$ cat src/design/nmic_pkg.sv
// constants shared by the interrupt controller
// Operation
// - non-maskable request ignores global disable, has no priority, beats all others
// - edge select bit 0: 0 falling, 1 rising raises the non-maskable request
// - new non-maskable request waits pending until its routine returns
// - only one non-maskable request is kept pending at a time
// - non-maskable entry saves pc and status, writes cause 0010h upper half
// - non-maskable entry sets active and block flags, clears trap, jumps 00000010h
// - return with trap 0 and active 1 restores pc and status from nmi copies
// - non-maskable active flag blocks every interrupt and exception acceptance
// - forty-nine maskable sources, each with its own mask
// - eight programmable levels; ties broken by fixed default order
// - maskable acceptance sets the block flag
// - after unmask in a routine only strictly higher levels nest
// - maskable entry saves pc and status, writes source code lower half
// - maskable entry sets block flag, clears trap, jumps to source handler
// - masked or blocked requests stay pending until unmasked or flags clear
// - return with trap 0 and active 0 restores pc and status from maskable copies
// - a source's pending flag clears in hardware when it is accepted
// - acceptance sets level in service; maskable return clears highest set level
// - default order value 0 is highest among same-cycle requests
package nmic_pkg;
  localparam int unsigned        NMIC_NSRC        = 49;
  localparam int unsigned        NMIC_ADDR_W      = 28;
  // byte addresses on the register bus
  localparam logic [27:0]        NMIC_EDGE_ADDR   = 28'hffff880;
  localparam logic [27:0]        NMIC_CTRL_BASE   = 28'hffff100;
  localparam logic [27:0]        NMIC_ISR_ADDR    = 28'hffff1f8;
  localparam logic [7:0]         NMIC_EDGE_RESET  = 8'h00;
  localparam int unsigned        NMIC_EDGE_SEL_B  = 0;
  // per-source control layout
  localparam int unsigned        NMIC_PEND_B      = 7;
  localparam int unsigned        NMIC_MASK_B      = 6;
  localparam logic [7:0]         NMIC_CTRL_RESET  = 8'h47;
  localparam logic [7:0]         NMIC_ISR_RESET   = 8'h00;
  // status word flag positions
  localparam int unsigned        NMIC_PSW_NP_B    = 7;
  localparam int unsigned        NMIC_PSW_EP_B    = 6;
  localparam int unsigned        NMIC_PSW_ID_B    = 5;
  localparam logic [31:0]        NMIC_PSW_RESET   = 32'h0000_0020;
  // cause codes and vectors
  localparam logic [15:0]        NMIC_NMI_CODE    = 16'h0010;
  localparam logic [31:0]        NMIC_NMI_VECTOR  = 32'h0000_0010;
  localparam logic [15:0]        NMIC_MI_CODE_0   = 16'h0080;
  // system register select on the core port
  typedef enum logic [2:0] {
    NMIC_SR_PSW     = 3'b000,
    NMIC_SR_NMI_PC  = 3'b001,
    NMIC_SR_NMI_ST  = 3'b010,
    NMIC_SR_MI_PC   = 3'b011,
    NMIC_SR_MI_ST   = 3'b100
  } nmic_sysreg_t;
endpackage : nmic_pkg

$ cat src/design/nmic_ctrl.sv
// interrupt controller: non-maskable path, maskable arbiter, entry and return
//
// Local design decision: the Avalon-MM slave port.
`timescale 1ns/1ns
module nmic_ctrl
  import nmic_pkg::*;
#(
  parameter int unsigned NSRC = NMIC_NSRC  // number of maskable sources
)(
  input  wire logic                   clk,               // system clock
  input  wire logic                   nrst,              // sync reset, active low
  input  wire logic [NMIC_ADDR_W-1:0] avs_address,       // byte address
  input  wire logic                   avs_read,          // read request
  input  wire logic                   avs_write,         // write request
  input  wire logic [31:0]            avs_writedata,     // write data
  output logic      [31:0]            avs_readdata,      // read data
  output logic                        avs_waitrequest,   // stall
  input  wire logic                   nmi_pin,           // non-maskable pin, async
  input  wire logic [NSRC-1:0]        irq_req,           // request pulses, same clock
  input  wire logic [31:0]            ret_pc,            // return pc offered by core
  input  wire logic                   return_from_interrupt_req,          // return_from_interrupt pulse
  input  wire logic                   ei_req,            // unmask_all_instr pulse
  input  wire logic                   di_req,            // mask_all_instr pulse
  input  wire logic                   sys_wr,            // load_system_reg_instr pulse
  input  wire nmic_pkg::nmic_sysreg_t sys_sel,           // system register selected
  input  wire logic [31:0]            sys_wdata,         // value loaded
  output logic      [31:0]            psw_q,             // program_status_word
  output logic      [31:0]            nmi_saved_pc_q,    // nmi_saved_pc
  output logic      [31:0]            nmi_saved_st_q,    // nmi_saved_status
  output logic      [31:0]            mi_saved_pc_q,     // maskable_saved_pc
  output logic      [31:0]            mi_saved_st_q,     // maskable_saved_status
  output logic      [31:0]            ecr_q,             // exception_cause_reg
  output logic      [7:0]             isr_q,             // in_service_levels_reg
  output logic                        pc_load_q,         // one-cycle pc redirect
  output logic      [31:0]            pc_addr_q          // redirect target
);
  // refused at elaboration; the source index below is six bits wide
  if (NSRC < 1 || NSRC > NMIC_NSRC) begin : g_nsrc_check
    $error("nmic_ctrl: NSRC out of range");
  end

  localparam int unsigned IDX_W = 6;

  // handler vector and cause code from source index
  function automatic logic [15:0] mi_code(input logic [IDX_W-1:0] idx);
    mi_code = NMIC_MI_CODE_0 + {6'h00, idx, 4'h0};
  endfunction : mi_code

  // ---------------- bus slave ----------------
  logic        bus_req;
  logic        wr_commit;
  logic [7:0]  edge_cfg_q;
  logic [NSRC-1:0] pend;
  logic [NSRC-1:0] mask;
  logic [2:0]      prio [NSRC];
  logic [31:0] rd_d;

  assign bus_req   = avs_read | avs_write;
  // one wait cycle, then the answer; write lands on the released edge
  assign wr_commit = avs_write & ~avs_waitrequest;

  always_ff @(posedge clk) begin
    if (!nrst) begin
      avs_waitrequest <= 1'b1;
    end else begin
      avs_waitrequest <= ~(bus_req & avs_waitrequest);
    end
  end

  // unmapped addresses read as zero
  always_comb begin
    rd_d = 32'h0000_0000;
    if (avs_address == NMIC_EDGE_ADDR) begin
      rd_d = {24'h000000, edge_cfg_q};
    end else if (avs_address == NMIC_ISR_ADDR) begin
      rd_d = {24'h000000, isr_q};
    end else begin
      for (int i = 0; i < NSRC; i++) begin
        if (avs_address == NMIC_CTRL_BASE + 28'(4 * i)) begin
          rd_d = {24'h000000, pend[i], mask[i], 3'b000, prio[i]};
        end
      end
    end
  end

  always_ff @(posedge clk) begin
    if (!nrst) begin
      avs_readdata <= 32'h0000_0000;
    end else if (avs_read & avs_waitrequest) begin
      avs_readdata <= rd_d;
    end
  end

  always_ff @(posedge clk) begin
    if (!nrst) begin
      edge_cfg_q <= NMIC_EDGE_RESET;
    end else if (wr_commit && avs_address == NMIC_EDGE_ADDR) begin
      // only the select bit is writable, the rest read zero
      edge_cfg_q <= {7'h00, avs_writedata[NMIC_EDGE_SEL_B]};
    end
  end

  // ---------------- non-maskable pin ----------------
  logic nmi_s1_q;
  logic nmi_s2_q;
  logic nmi_s3_q;
  logic nmi_edge;
  logic nmi_pend_q;

  // two stages for the pin; the third only feeds the edge compare
  always_ff @(posedge clk) begin
    if (!nrst) begin
      nmi_s1_q <= 1'b0;
      nmi_s2_q <= 1'b0;
      nmi_s3_q <= 1'b0;
    end else begin
      nmi_s1_q <= nmi_pin;
      nmi_s2_q <= nmi_s1_q;
      nmi_s3_q <= nmi_s2_q;
    end
  end

  assign nmi_edge = edge_cfg_q[NMIC_EDGE_SEL_B] ? (nmi_s2_q & ~nmi_s3_q)
                                                : (~nmi_s2_q & nmi_s3_q);

  // ---------------- acceptance ----------------
  logic             np;
  logic             ep;
  logic             id;
  logic             cpu_evt;
  logic             take_nmi;
  logic             take_mi;
  logic             best_found;
  logic [IDX_W-1:0] best_idx;
  logic [2:0]       best_lvl;
  logic             isr_any;
  logic [2:0]       isr_top;
  logic [NSRC-1:0]  ack;

  assign np = psw_q[NMIC_PSW_NP_B];
  assign ep = psw_q[NMIC_PSW_EP_B];
  assign id = psw_q[NMIC_PSW_ID_B];
  // core events take the cycle; acceptance waits one
  assign cpu_evt = return_from_interrupt_req | ei_req | di_req | sys_wr;

  always_comb begin
    best_found = 1'b0;
    best_idx   = '0;
    best_lvl   = 3'h7;
    // ascending scan with strict compare keeps the lowest index on ties
    for (int i = 0; i < NSRC; i++) begin
      if (pend[i] && !mask[i] && (!best_found || prio[i] < best_lvl)) begin
        best_found = 1'b1;
        best_idx   = IDX_W'(i);
        best_lvl   = prio[i];
      end
    end
  end

  // lowest set bit is the level now in service
  always_comb begin
    isr_any = 1'b0;
    isr_top = 3'h7;
    for (int l = 7; l >= 0; l--) begin
      if (isr_q[l]) begin
        isr_any = 1'b1;
        isr_top = 3'(l);
      end
    end
  end

  assign take_nmi = nmi_pend_q & ~np & ~cpu_evt;
  assign take_mi  = best_found & (~isr_any | (best_lvl < isr_top))
                  & ~np & ~id & ~take_nmi & ~cpu_evt;

  // only the winner loses its pending flag
  always_comb begin
    ack = '0;
    if (take_mi) begin
      ack[best_idx] = 1'b1;
    end
  end

  // repeated edges while one waits collapse into this single flag
  always_ff @(posedge clk) begin
    if (!nrst) begin
      nmi_pend_q <= 1'b0;
    end else if (nmi_edge) begin
      nmi_pend_q <= 1'b1;
    end else if (take_nmi) begin
      nmi_pend_q <= 1'b0;
    end
  end

  // ---------------- maskable sources ----------------
  genvar g;
  generate
    for (g = 0; g < NSRC; g++) begin : g_src
      nmic_src u_src (
        .clk    (clk),
        .nrst   (nrst),
        .req    (irq_req[g]),
        .ack    (ack[g]),
        .wr     (wr_commit && avs_address == NMIC_CTRL_BASE + 28'(4 * g)),
        .wdata  (avs_writedata[7:0]),
        .pend_q (pend[g]),
        .mask_q (mask[g]),
        .prio_q (prio[g])
      );
    end
  endgenerate

  // ---------------- status word ----------------
  always_ff @(posedge clk) begin
    if (!nrst) begin
      psw_q <= NMIC_PSW_RESET;
    end else if (take_nmi) begin
      psw_q[NMIC_PSW_NP_B] <= 1'b1;
      psw_q[NMIC_PSW_ID_B] <= 1'b1;
      psw_q[NMIC_PSW_EP_B] <= 1'b0;
    end else if (take_mi) begin
      psw_q[NMIC_PSW_ID_B] <= 1'b1;
      psw_q[NMIC_PSW_EP_B] <= 1'b0;
    end else if (return_from_interrupt_req && !ep) begin
      psw_q <= np ? nmi_saved_st_q : mi_saved_st_q;
    end else if (sys_wr && sys_sel == NMIC_SR_PSW) begin
      psw_q <= sys_wdata;
    end else if (ei_req) begin
      psw_q[NMIC_PSW_ID_B] <= 1'b0;
    end else if (di_req) begin
      psw_q[NMIC_PSW_ID_B] <= 1'b1;
    end
  end

  // ---------------- saved copies and cause ----------------
  always_ff @(posedge clk) begin
    if (!nrst) begin
      nmi_saved_pc_q <= 32'h0000_0000;
      nmi_saved_st_q <= 32'h0000_0000;
    end else if (take_nmi) begin
      nmi_saved_pc_q <= ret_pc;
      nmi_saved_st_q <= psw_q;
    end else if (sys_wr && sys_sel == NMIC_SR_NMI_PC) begin
      nmi_saved_pc_q <= sys_wdata;
    end else if (sys_wr && sys_sel == NMIC_SR_NMI_ST) begin
      nmi_saved_st_q <= sys_wdata;
    end
  end

  // software may reload these to nest safely
  always_ff @(posedge clk) begin
    if (!nrst) begin
      mi_saved_pc_q <= 32'h0000_0000;
      mi_saved_st_q <= 32'h0000_0000;
    end else if (take_mi) begin
      mi_saved_pc_q <= ret_pc;
      mi_saved_st_q <= psw_q;
    end else if (sys_wr && sys_sel == NMIC_SR_MI_PC) begin
      mi_saved_pc_q <= sys_wdata;
    end else if (sys_wr && sys_sel == NMIC_SR_MI_ST) begin
      mi_saved_st_q <= sys_wdata;
    end
  end

  // each half keeps its last code while the other is written
  always_ff @(posedge clk) begin
    if (!nrst) begin
      ecr_q <= 32'h0000_0000;
    end else if (take_nmi) begin
      ecr_q[31:16] <= NMIC_NMI_CODE;
    end else if (take_mi) begin
      ecr_q[15:0] <= mi_code(best_idx);
    end
  end

  // ---------------- in-service levels ----------------
  always_ff @(posedge clk) begin
    if (!nrst) begin
      isr_q <= NMIC_ISR_RESET;
    end else if (take_mi) begin
      isr_q[best_lvl] <= 1'b1;
    end else if (return_from_interrupt_req && !ep && !np && isr_any) begin
      isr_q[isr_top] <= 1'b0;
    end
  end

  // ---------------- pc redirect ----------------
  always_ff @(posedge clk) begin
    if (!nrst) begin
      pc_load_q <= 1'b0;
      pc_addr_q <= 32'h0000_0000;
    end else if (take_nmi) begin
      pc_load_q <= 1'b1;
      pc_addr_q <= NMIC_NMI_VECTOR;
    end else if (take_mi) begin
      pc_load_q <= 1'b1;
      pc_addr_q <= {16'h0000, mi_code(best_idx)};
    end else if (return_from_interrupt_req && !ep) begin
      pc_load_q <= 1'b1;
      pc_addr_q <= np ? nmi_saved_pc_q : mi_saved_pc_q;
    end else begin
      pc_load_q <= 1'b0;
    end
  end
endmodule : nmic_ctrl

$ cat src/design/nmic_src.sv
// one maskable source: pending flag, mask and priority level
`timescale 1ns/1ns
module nmic_src
  import nmic_pkg::*;
(
  input  wire logic       clk,     // system clock
  input  wire logic       nrst,    // sync reset, active low
  input  wire logic       req,     // request pulse from peripheral
  input  wire logic       ack,     // acceptance of this source
  input  wire logic       wr,      // software write of control byte
  input  wire logic [7:0] wdata,   // control byte written
  output logic            pend_q,  // request pending
  output logic            mask_q,  // source masked
  output logic [2:0]      prio_q   // programmable level
);
  always_ff @(posedge clk) begin
    if (!nrst) begin
      pend_q <= NMIC_CTRL_RESET[NMIC_PEND_B];
    end else if (req) begin
      pend_q <= 1'b1; // set beats clear
    end else if (ack) begin
      pend_q <= 1'b0;
    end else if (wr) begin
      pend_q <= wdata[NMIC_PEND_B];
    end
  end

  always_ff @(posedge clk) begin
    if (!nrst) begin
      mask_q <= NMIC_CTRL_RESET[NMIC_MASK_B];
      prio_q <= NMIC_CTRL_RESET[2:0];
    end else if (wr) begin
      mask_q <= wdata[NMIC_MASK_B];
      prio_q <= wdata[2:0];
    end
  end
endmodule : nmic_src

$ cat config.mk
export PLATFORM = sky130hd
export DESIGN_NAME = nmic_ctrl
export DESIGN_NICKNAME = d
export VERILOG_FILES = /design/src/design/nmic_pkg.sv /design/src/design/nmic_ctrl.sv /design/src/design/nmic_src.sv
export SDC_FILE = /design/constraint.sdc
export NUM_CORES = 2
export LEC_CHECK = 0
export BUFFER_PORTS_ARGS = -buffer_cell sky130_fd_sc_hd__buf_4
export CAP_MARGIN = 15
export CORE_UTILIZATION = 59
export DETAILED_ROUTE_END_ITERATION = 6
export MAX_ROUTING_LAYER = met4
export PLACE_DENSITY = 0.8
export SLEW_MARGIN = 15
export SYNTH_ARGS = -nofsm -noshare
export SYNTH_HDL_FRONTEND = slang
export SYNTH_HIERARCHICAL = 1
export SYNTH_SLANG_ARGS = --single-unit
$ cat constraint.sdc
create_clock -name clk -period 67.2 [get_ports clk]
set_clock_uncertainty 0.1 [all_clocks]
set_input_delay 3.36 -clock clk [delete_from_list [all_inputs] [get_ports clk]]
set_output_delay 3.36 -clock clk [all_outputs]
set_load 0.02 [all_outputs]
==> flow_metrics.py <==
metrics = {
    "status": {
        "run_status": "finished, violations left",
        "violated_checks": "design-rule violations",
    },
    "synth": {
        "synth_compound_area_share_pct": 23.4,
        "dominant_combinational_cell_family_by_area_after_synthesis": "compound AO/OA/AOI/OAI gates",
        "netlist_top_cells_area": "sky130_fd_sc_hd__dfxtp_1 30%, sky130_fd_sc_hd__mux2i_1 15%, sky130_fd_sc_hd__a211oi_1 5.8%, sky130_fd_sc_hd__nand2_1 5.7%, sky130_fd_sc_hd__nor2_1 5.3%",
        "share_of_flip_flops_with_an_asynchronous_set_or_reset_pct": 0,
        "yosys.area_share.adder_pct": 2.28,
        "yosys.cell_types.count": 134,
        "synth_cells": 3860,
        "ys.flop_type": "sky130_fd_sc_hd__dfxtp_1",
        "synth_top_cell_area_share_pct": 29.9,
        "synth_enable_flop_cells": 0,
        "yosys-mux-area-fraction_pct": 16.2,
        "synth.yosys.seq_area_share_pct": 29.9,
        "synth.ff_latch_count": 468,
        "synth-simple-area-share_pct": 22.3,
        "area_of_the_mapped_netlist_um2": 31300,
        "synth_area_leader": "sky130_fd_sc_hd__dfxtp_1",
        "syn-mean-instance-area_um2": 8.11,
        "synth.yosys.warnings": 6,
        "post_synth_xor_area_fraction_pct": 0.0280,
    },
    "cells_and_area": {
        "layout.area.seq_um2": 9370,
        "multi_input_area_um2": 20700,
        "layout-drive-gt1-share_pct": 17.0,
        "area_growth_syn_to_layout_pct": 16.2,
        "stdcell_area_um2": 36300,
        "numnets_final": 4396,
        "final_core_utilization_pct": 69.3,
        "fillerInstances": 4313,
    },
    "worst_setup_path": {
        "critical-path-top-delay-family": "compound AO/OA/AOI/OAI gates",
        "worstSetupStartpointType": "flop",
        "critical_path.reg2reg.startpoint": "g_src[0].u_src/mask_q",
        "rr_endpoint": "g_src[2].u_src/pend_q",
        "cp.required_ns": 67.59,
        "data_arrival_time_at_the_worst_slack_endpoint_ns": 63.63,
        "r2r_slack_ns": 3.97,
        "timing_worst_setup_path_type": "reg2reg",
        "timing.critical_path.fanout_max": 11,
        "path_common_cell": "sky130_fd_sc_hd__ha_1",
        "critPathMaxStageDelay_ns": 0.57,
        "crit_buf_inv": 40,
        "worst-r2r-cell-count": 349,
        "critPathSlowestCell": "sky130_fd_sc_hd__or4_4",
        "type_of_element_capturing_the_critical_path": "flop",
    },
    "timing": {
        "final.period_utilization_pct": 94.1,
        "timing.final.crit_period_ns": 63.23,
        "worst-slew-pin-transition_ns": 1.18,
        "slew_violations": 0,
        "timing.max_slew.rel_slack_pct": 20.5,
        "final-hold-violation-count": 0,
        "fin_tns_setup_ns": 0,
        "final_critical_path_setup_slack_ns": 3.97,
        "setup_viol": 0,
        "timing.fmax_ghz": 0.0158,
    },
    "grt": {
        "grt_max_degree": 108,
        "antenna_found_initial": 4,
        "first_pass_grt_wire_length_um": 169000,
        "globalRouteTotalUtil_pct": 41.0,
        "global_route.overflow_total": 0,
        "grt_pass1_vias": 29413,
    },
    "route": {
        "detail_route.vias_per_cell": 6.50,
        "dr.pass1.iters": 7,
        "finalWirelength_um": 112000,
        "detailedRoute.firstIterationViolations": 3289,
        "final_antenna_net_count": 0,
        "dr_total_vias": 31806,
        "post-route-drc-count": 1,
        "wl_per_cell_um": 23.0,
    },
    "floorplanning": {
        "die_h_um": 232,
        "initial_core_util_pct": 59.7,
        "die_x_um": 232,
        "core_region_area_um2": 52400,
        "top_level_pins": 451,
        "core.rowCount": 84,
        "die_area_um2": 54000,
    },
    "job": {
        "max-cap-violations": 0,
    },
    "clocking": {
        "cts.sink_count": 468,
        "tritoncts": "yes",
        "clock_transition_at_path_regs_ns": 0.06,
        "cts-root-to-sink-buffers": 3,
        "cts_inserted_buffers": 49,
        "cts_max_level": 2,
        "clk-insertion-delay-late_ns": 0.61,
        "cts_root_buf": "sky130_fd_sc_hd__clkbuf_16",
    },
    "hold_path": {
        "worst_hold_path_stage_count": 1,
        "hold_sp": "nmi_s1_q",
        "hold-path-endpoint": "nmi_s2_q",
        "worstHoldPathType": "reg2reg",
    },
    "pwr": {
        "irDropWorstVdd_mv": 0.0195,
        "p_leak_nw": 14.3,
        "power_density_nw_per_um2": 17.4,
    },
    "placement": {
        "pre_cts_slack_ns": 0.290,
        "dpl-instance-area_um2": 34000,
        "hpwlAfterDp_um": 81100,
        "numPortBuffers": 375,
        "routabilityCongestion": 1.10,
    },
}
cells in the final DEF (no fill, tap or decap), types with 18 or more instances in the layout:
cell type and n:
sky130_fd_sc_hd__a211oi_1 239, sky130_fd_sc_hd__a21o_1 44, sky130_fd_sc_hd__a21oi_1 148, sky130_fd_sc_hd__a221oi_1 18, sky130_fd_sc_hd__a22oi_1 53, sky130_fd_sc_hd__a31oi_1 36
sky130_fd_sc_hd__and2_1 32, sky130_fd_sc_hd__and3_1 18, sky130_fd_sc_hd__buf_4 434, sky130_fd_sc_hd__clkbuf_16 49, sky130_fd_sc_hd__conb_1 48, sky130_fd_sc_hd__dfxtp_1 467
sky130_fd_sc_hd__ha_1 49, sky130_fd_sc_hd__inv_1 103, sky130_fd_sc_hd__mux2i_1 470, sky130_fd_sc_hd__nand2_1 469, sky130_fd_sc_hd__nand2b_1 164, sky130_fd_sc_hd__nand3_1 59
sky130_fd_sc_hd__nand4_1 25, sky130_fd_sc_hd__nor2_1 437, sky130_fd_sc_hd__nor2b_1 49, sky130_fd_sc_hd__nor3_1 65, sky130_fd_sc_hd__o211ai_1 34, sky130_fd_sc_hd__o21ai_0 85
sky130_fd_sc_hd__o21ai_1 76, sky130_fd_sc_hd__or2_2 28, sky130_fd_sc_hd__or3_1 20
state kept, by name (all words and copies together) (netlist names):
signal and cells:
g_src.u_src/prio_q 147, g_src.u_src/mask_q 49, g_src.u_src/pend_q 49, mi_saved_pc_q 32, mi_saved_st_q 32, nmi_saved_pc_q 32
nmi_saved_st_q 32, pc_addr_q 32, psw_q 32, avs_readdata 8, ecr_q 8, isr_q 8
avs_waitrequest 1, edge_cfg_q 1, nmi_pend_q 1, nmi_s1_q 1, nmi_s2_q 1, nmi_s3_q 1
pc_load_q 1
where the power goes:
| group | switching (mW) | internal [mW] |
|---|---|---|
| clock network | 0.119 | 0.163 |
| registers | 0.00770 | 0.285 |
| logic | 0.0369 | 0.0223 |
area by class of cell:
| class | count | share of cell area, % |
|---|---|---|
| inverters | 107 | 1.12 |
| diodes | 5 | 0.0344 |
| clock inverters | 20 | 0.647 |
| well taps | 688 | 2.37 |
| repair buffers | 440 | 9.23 |
| clock buffers | 69 | 3.91 |
| flip-flops and latches | 468 | 25.8 |
| multi-input cells | 3096 | 56.9 |
synthesized netlist by cell type (50+ instances only):
cell and count:
sky130_fd_sc_hd__mux2i_1 471, sky130_fd_sc_hd__nand2_1 471, sky130_fd_sc_hd__dfxtp_1 468, sky130_fd_sc_hd__nor2_1 442, sky130_fd_sc_hd__a211oi_1 241, sky130_fd_sc_hd__nand2b_1 168, sky130_fd_sc_hd__a21oi_1 159, sky130_fd_sc_hd__clkbuf_1 108
sky130_fd_sc_hd__inv_1 103, sky130_fd_sc_hd__o21ai_0 95, sky130_fd_sc_hd__o21ai_1 72, sky130_fd_sc_hd__nor3_1 71, sky130_fd_sc_hd__nand3_1 62, sky130_fd_sc_hd__a22oi_1 53, sky130_fd_sc_hd__buf_4 53, sky130_fd_sc_hd__nor2b_1 50
logic make-up (layout without fill, tap and decap cells):
family / count (synthesis) / in the layout
and+or+nand+nor: 1476 / 1476
AOI/OAI and AO/OA: 1014 / 1014
muxes: 498 / 498
DFF: 468 / 468
buffers and inverters: 343 / 636
adders and majority gates: 59 / 59
other: 1 / 53
xor gates and xnor gates: 1 / 1
worst max-delay path by stage:
stage	from	end	slack, ns	cells after the start
after detailed placement	g_src[0].u_src/mask_q	pc_addr_q[25]	0.29	336
after CTS	g_src[0].u_src/mask_q	g_src[32].u_src/pend_q	0.03	338
after global routing	g_src[0].u_src/mask_q	g_src[26].u_src/pend_q	-0.52	351
final	g_src[0].u_src/mask_q	g_src[2].u_src/pend_q	3.97	349
after global placement	g_src[0].u_src/mask_q	pc_addr_q[20]	1.06	333
after floorplan	g_src[0].u_src/mask_q	g_src[14].u_src/pend_q	8.28	348
repair_timing:
item | CTS | global route
endpoints found under the setup margin | 70 | 163
gates cloned | 0 | 0
setup buffers | 1 | 29
pin swaps | 0 | 19
gates resized for setup | 2 | 91
hold buffers | 0 | 0
worst reg2reg max path: cells and delay by family, from the launching register on:
family / cells / cell delay, ns
fa+ha+maj: 47 / 11.61
flops: 1 / 0.34
simple gates: 107 / 16.63
buf+inv: 40 / 3.49
compound gates: 128 / 23.86
mux: 27 / 7.01
layer usage:
layer	track usage, %	routed length (um)
met5	-	0
met4	22.8	7200
met3	8.78	11100
met2	62.3	49700
met1	50.2	44300
through the flow:
step	instances	hold WS [ns]	power [mW]
after floorplan	3907	0.312	0.327
after global placement	4769	0.314	0.356
after detailed placement	4769	0.323	0.356
after CTS	4859	0.338	0.634
after global routing	4892	0.352	0.650
final	4893	0.333	0.634
(Power assumes the default switching activity.)
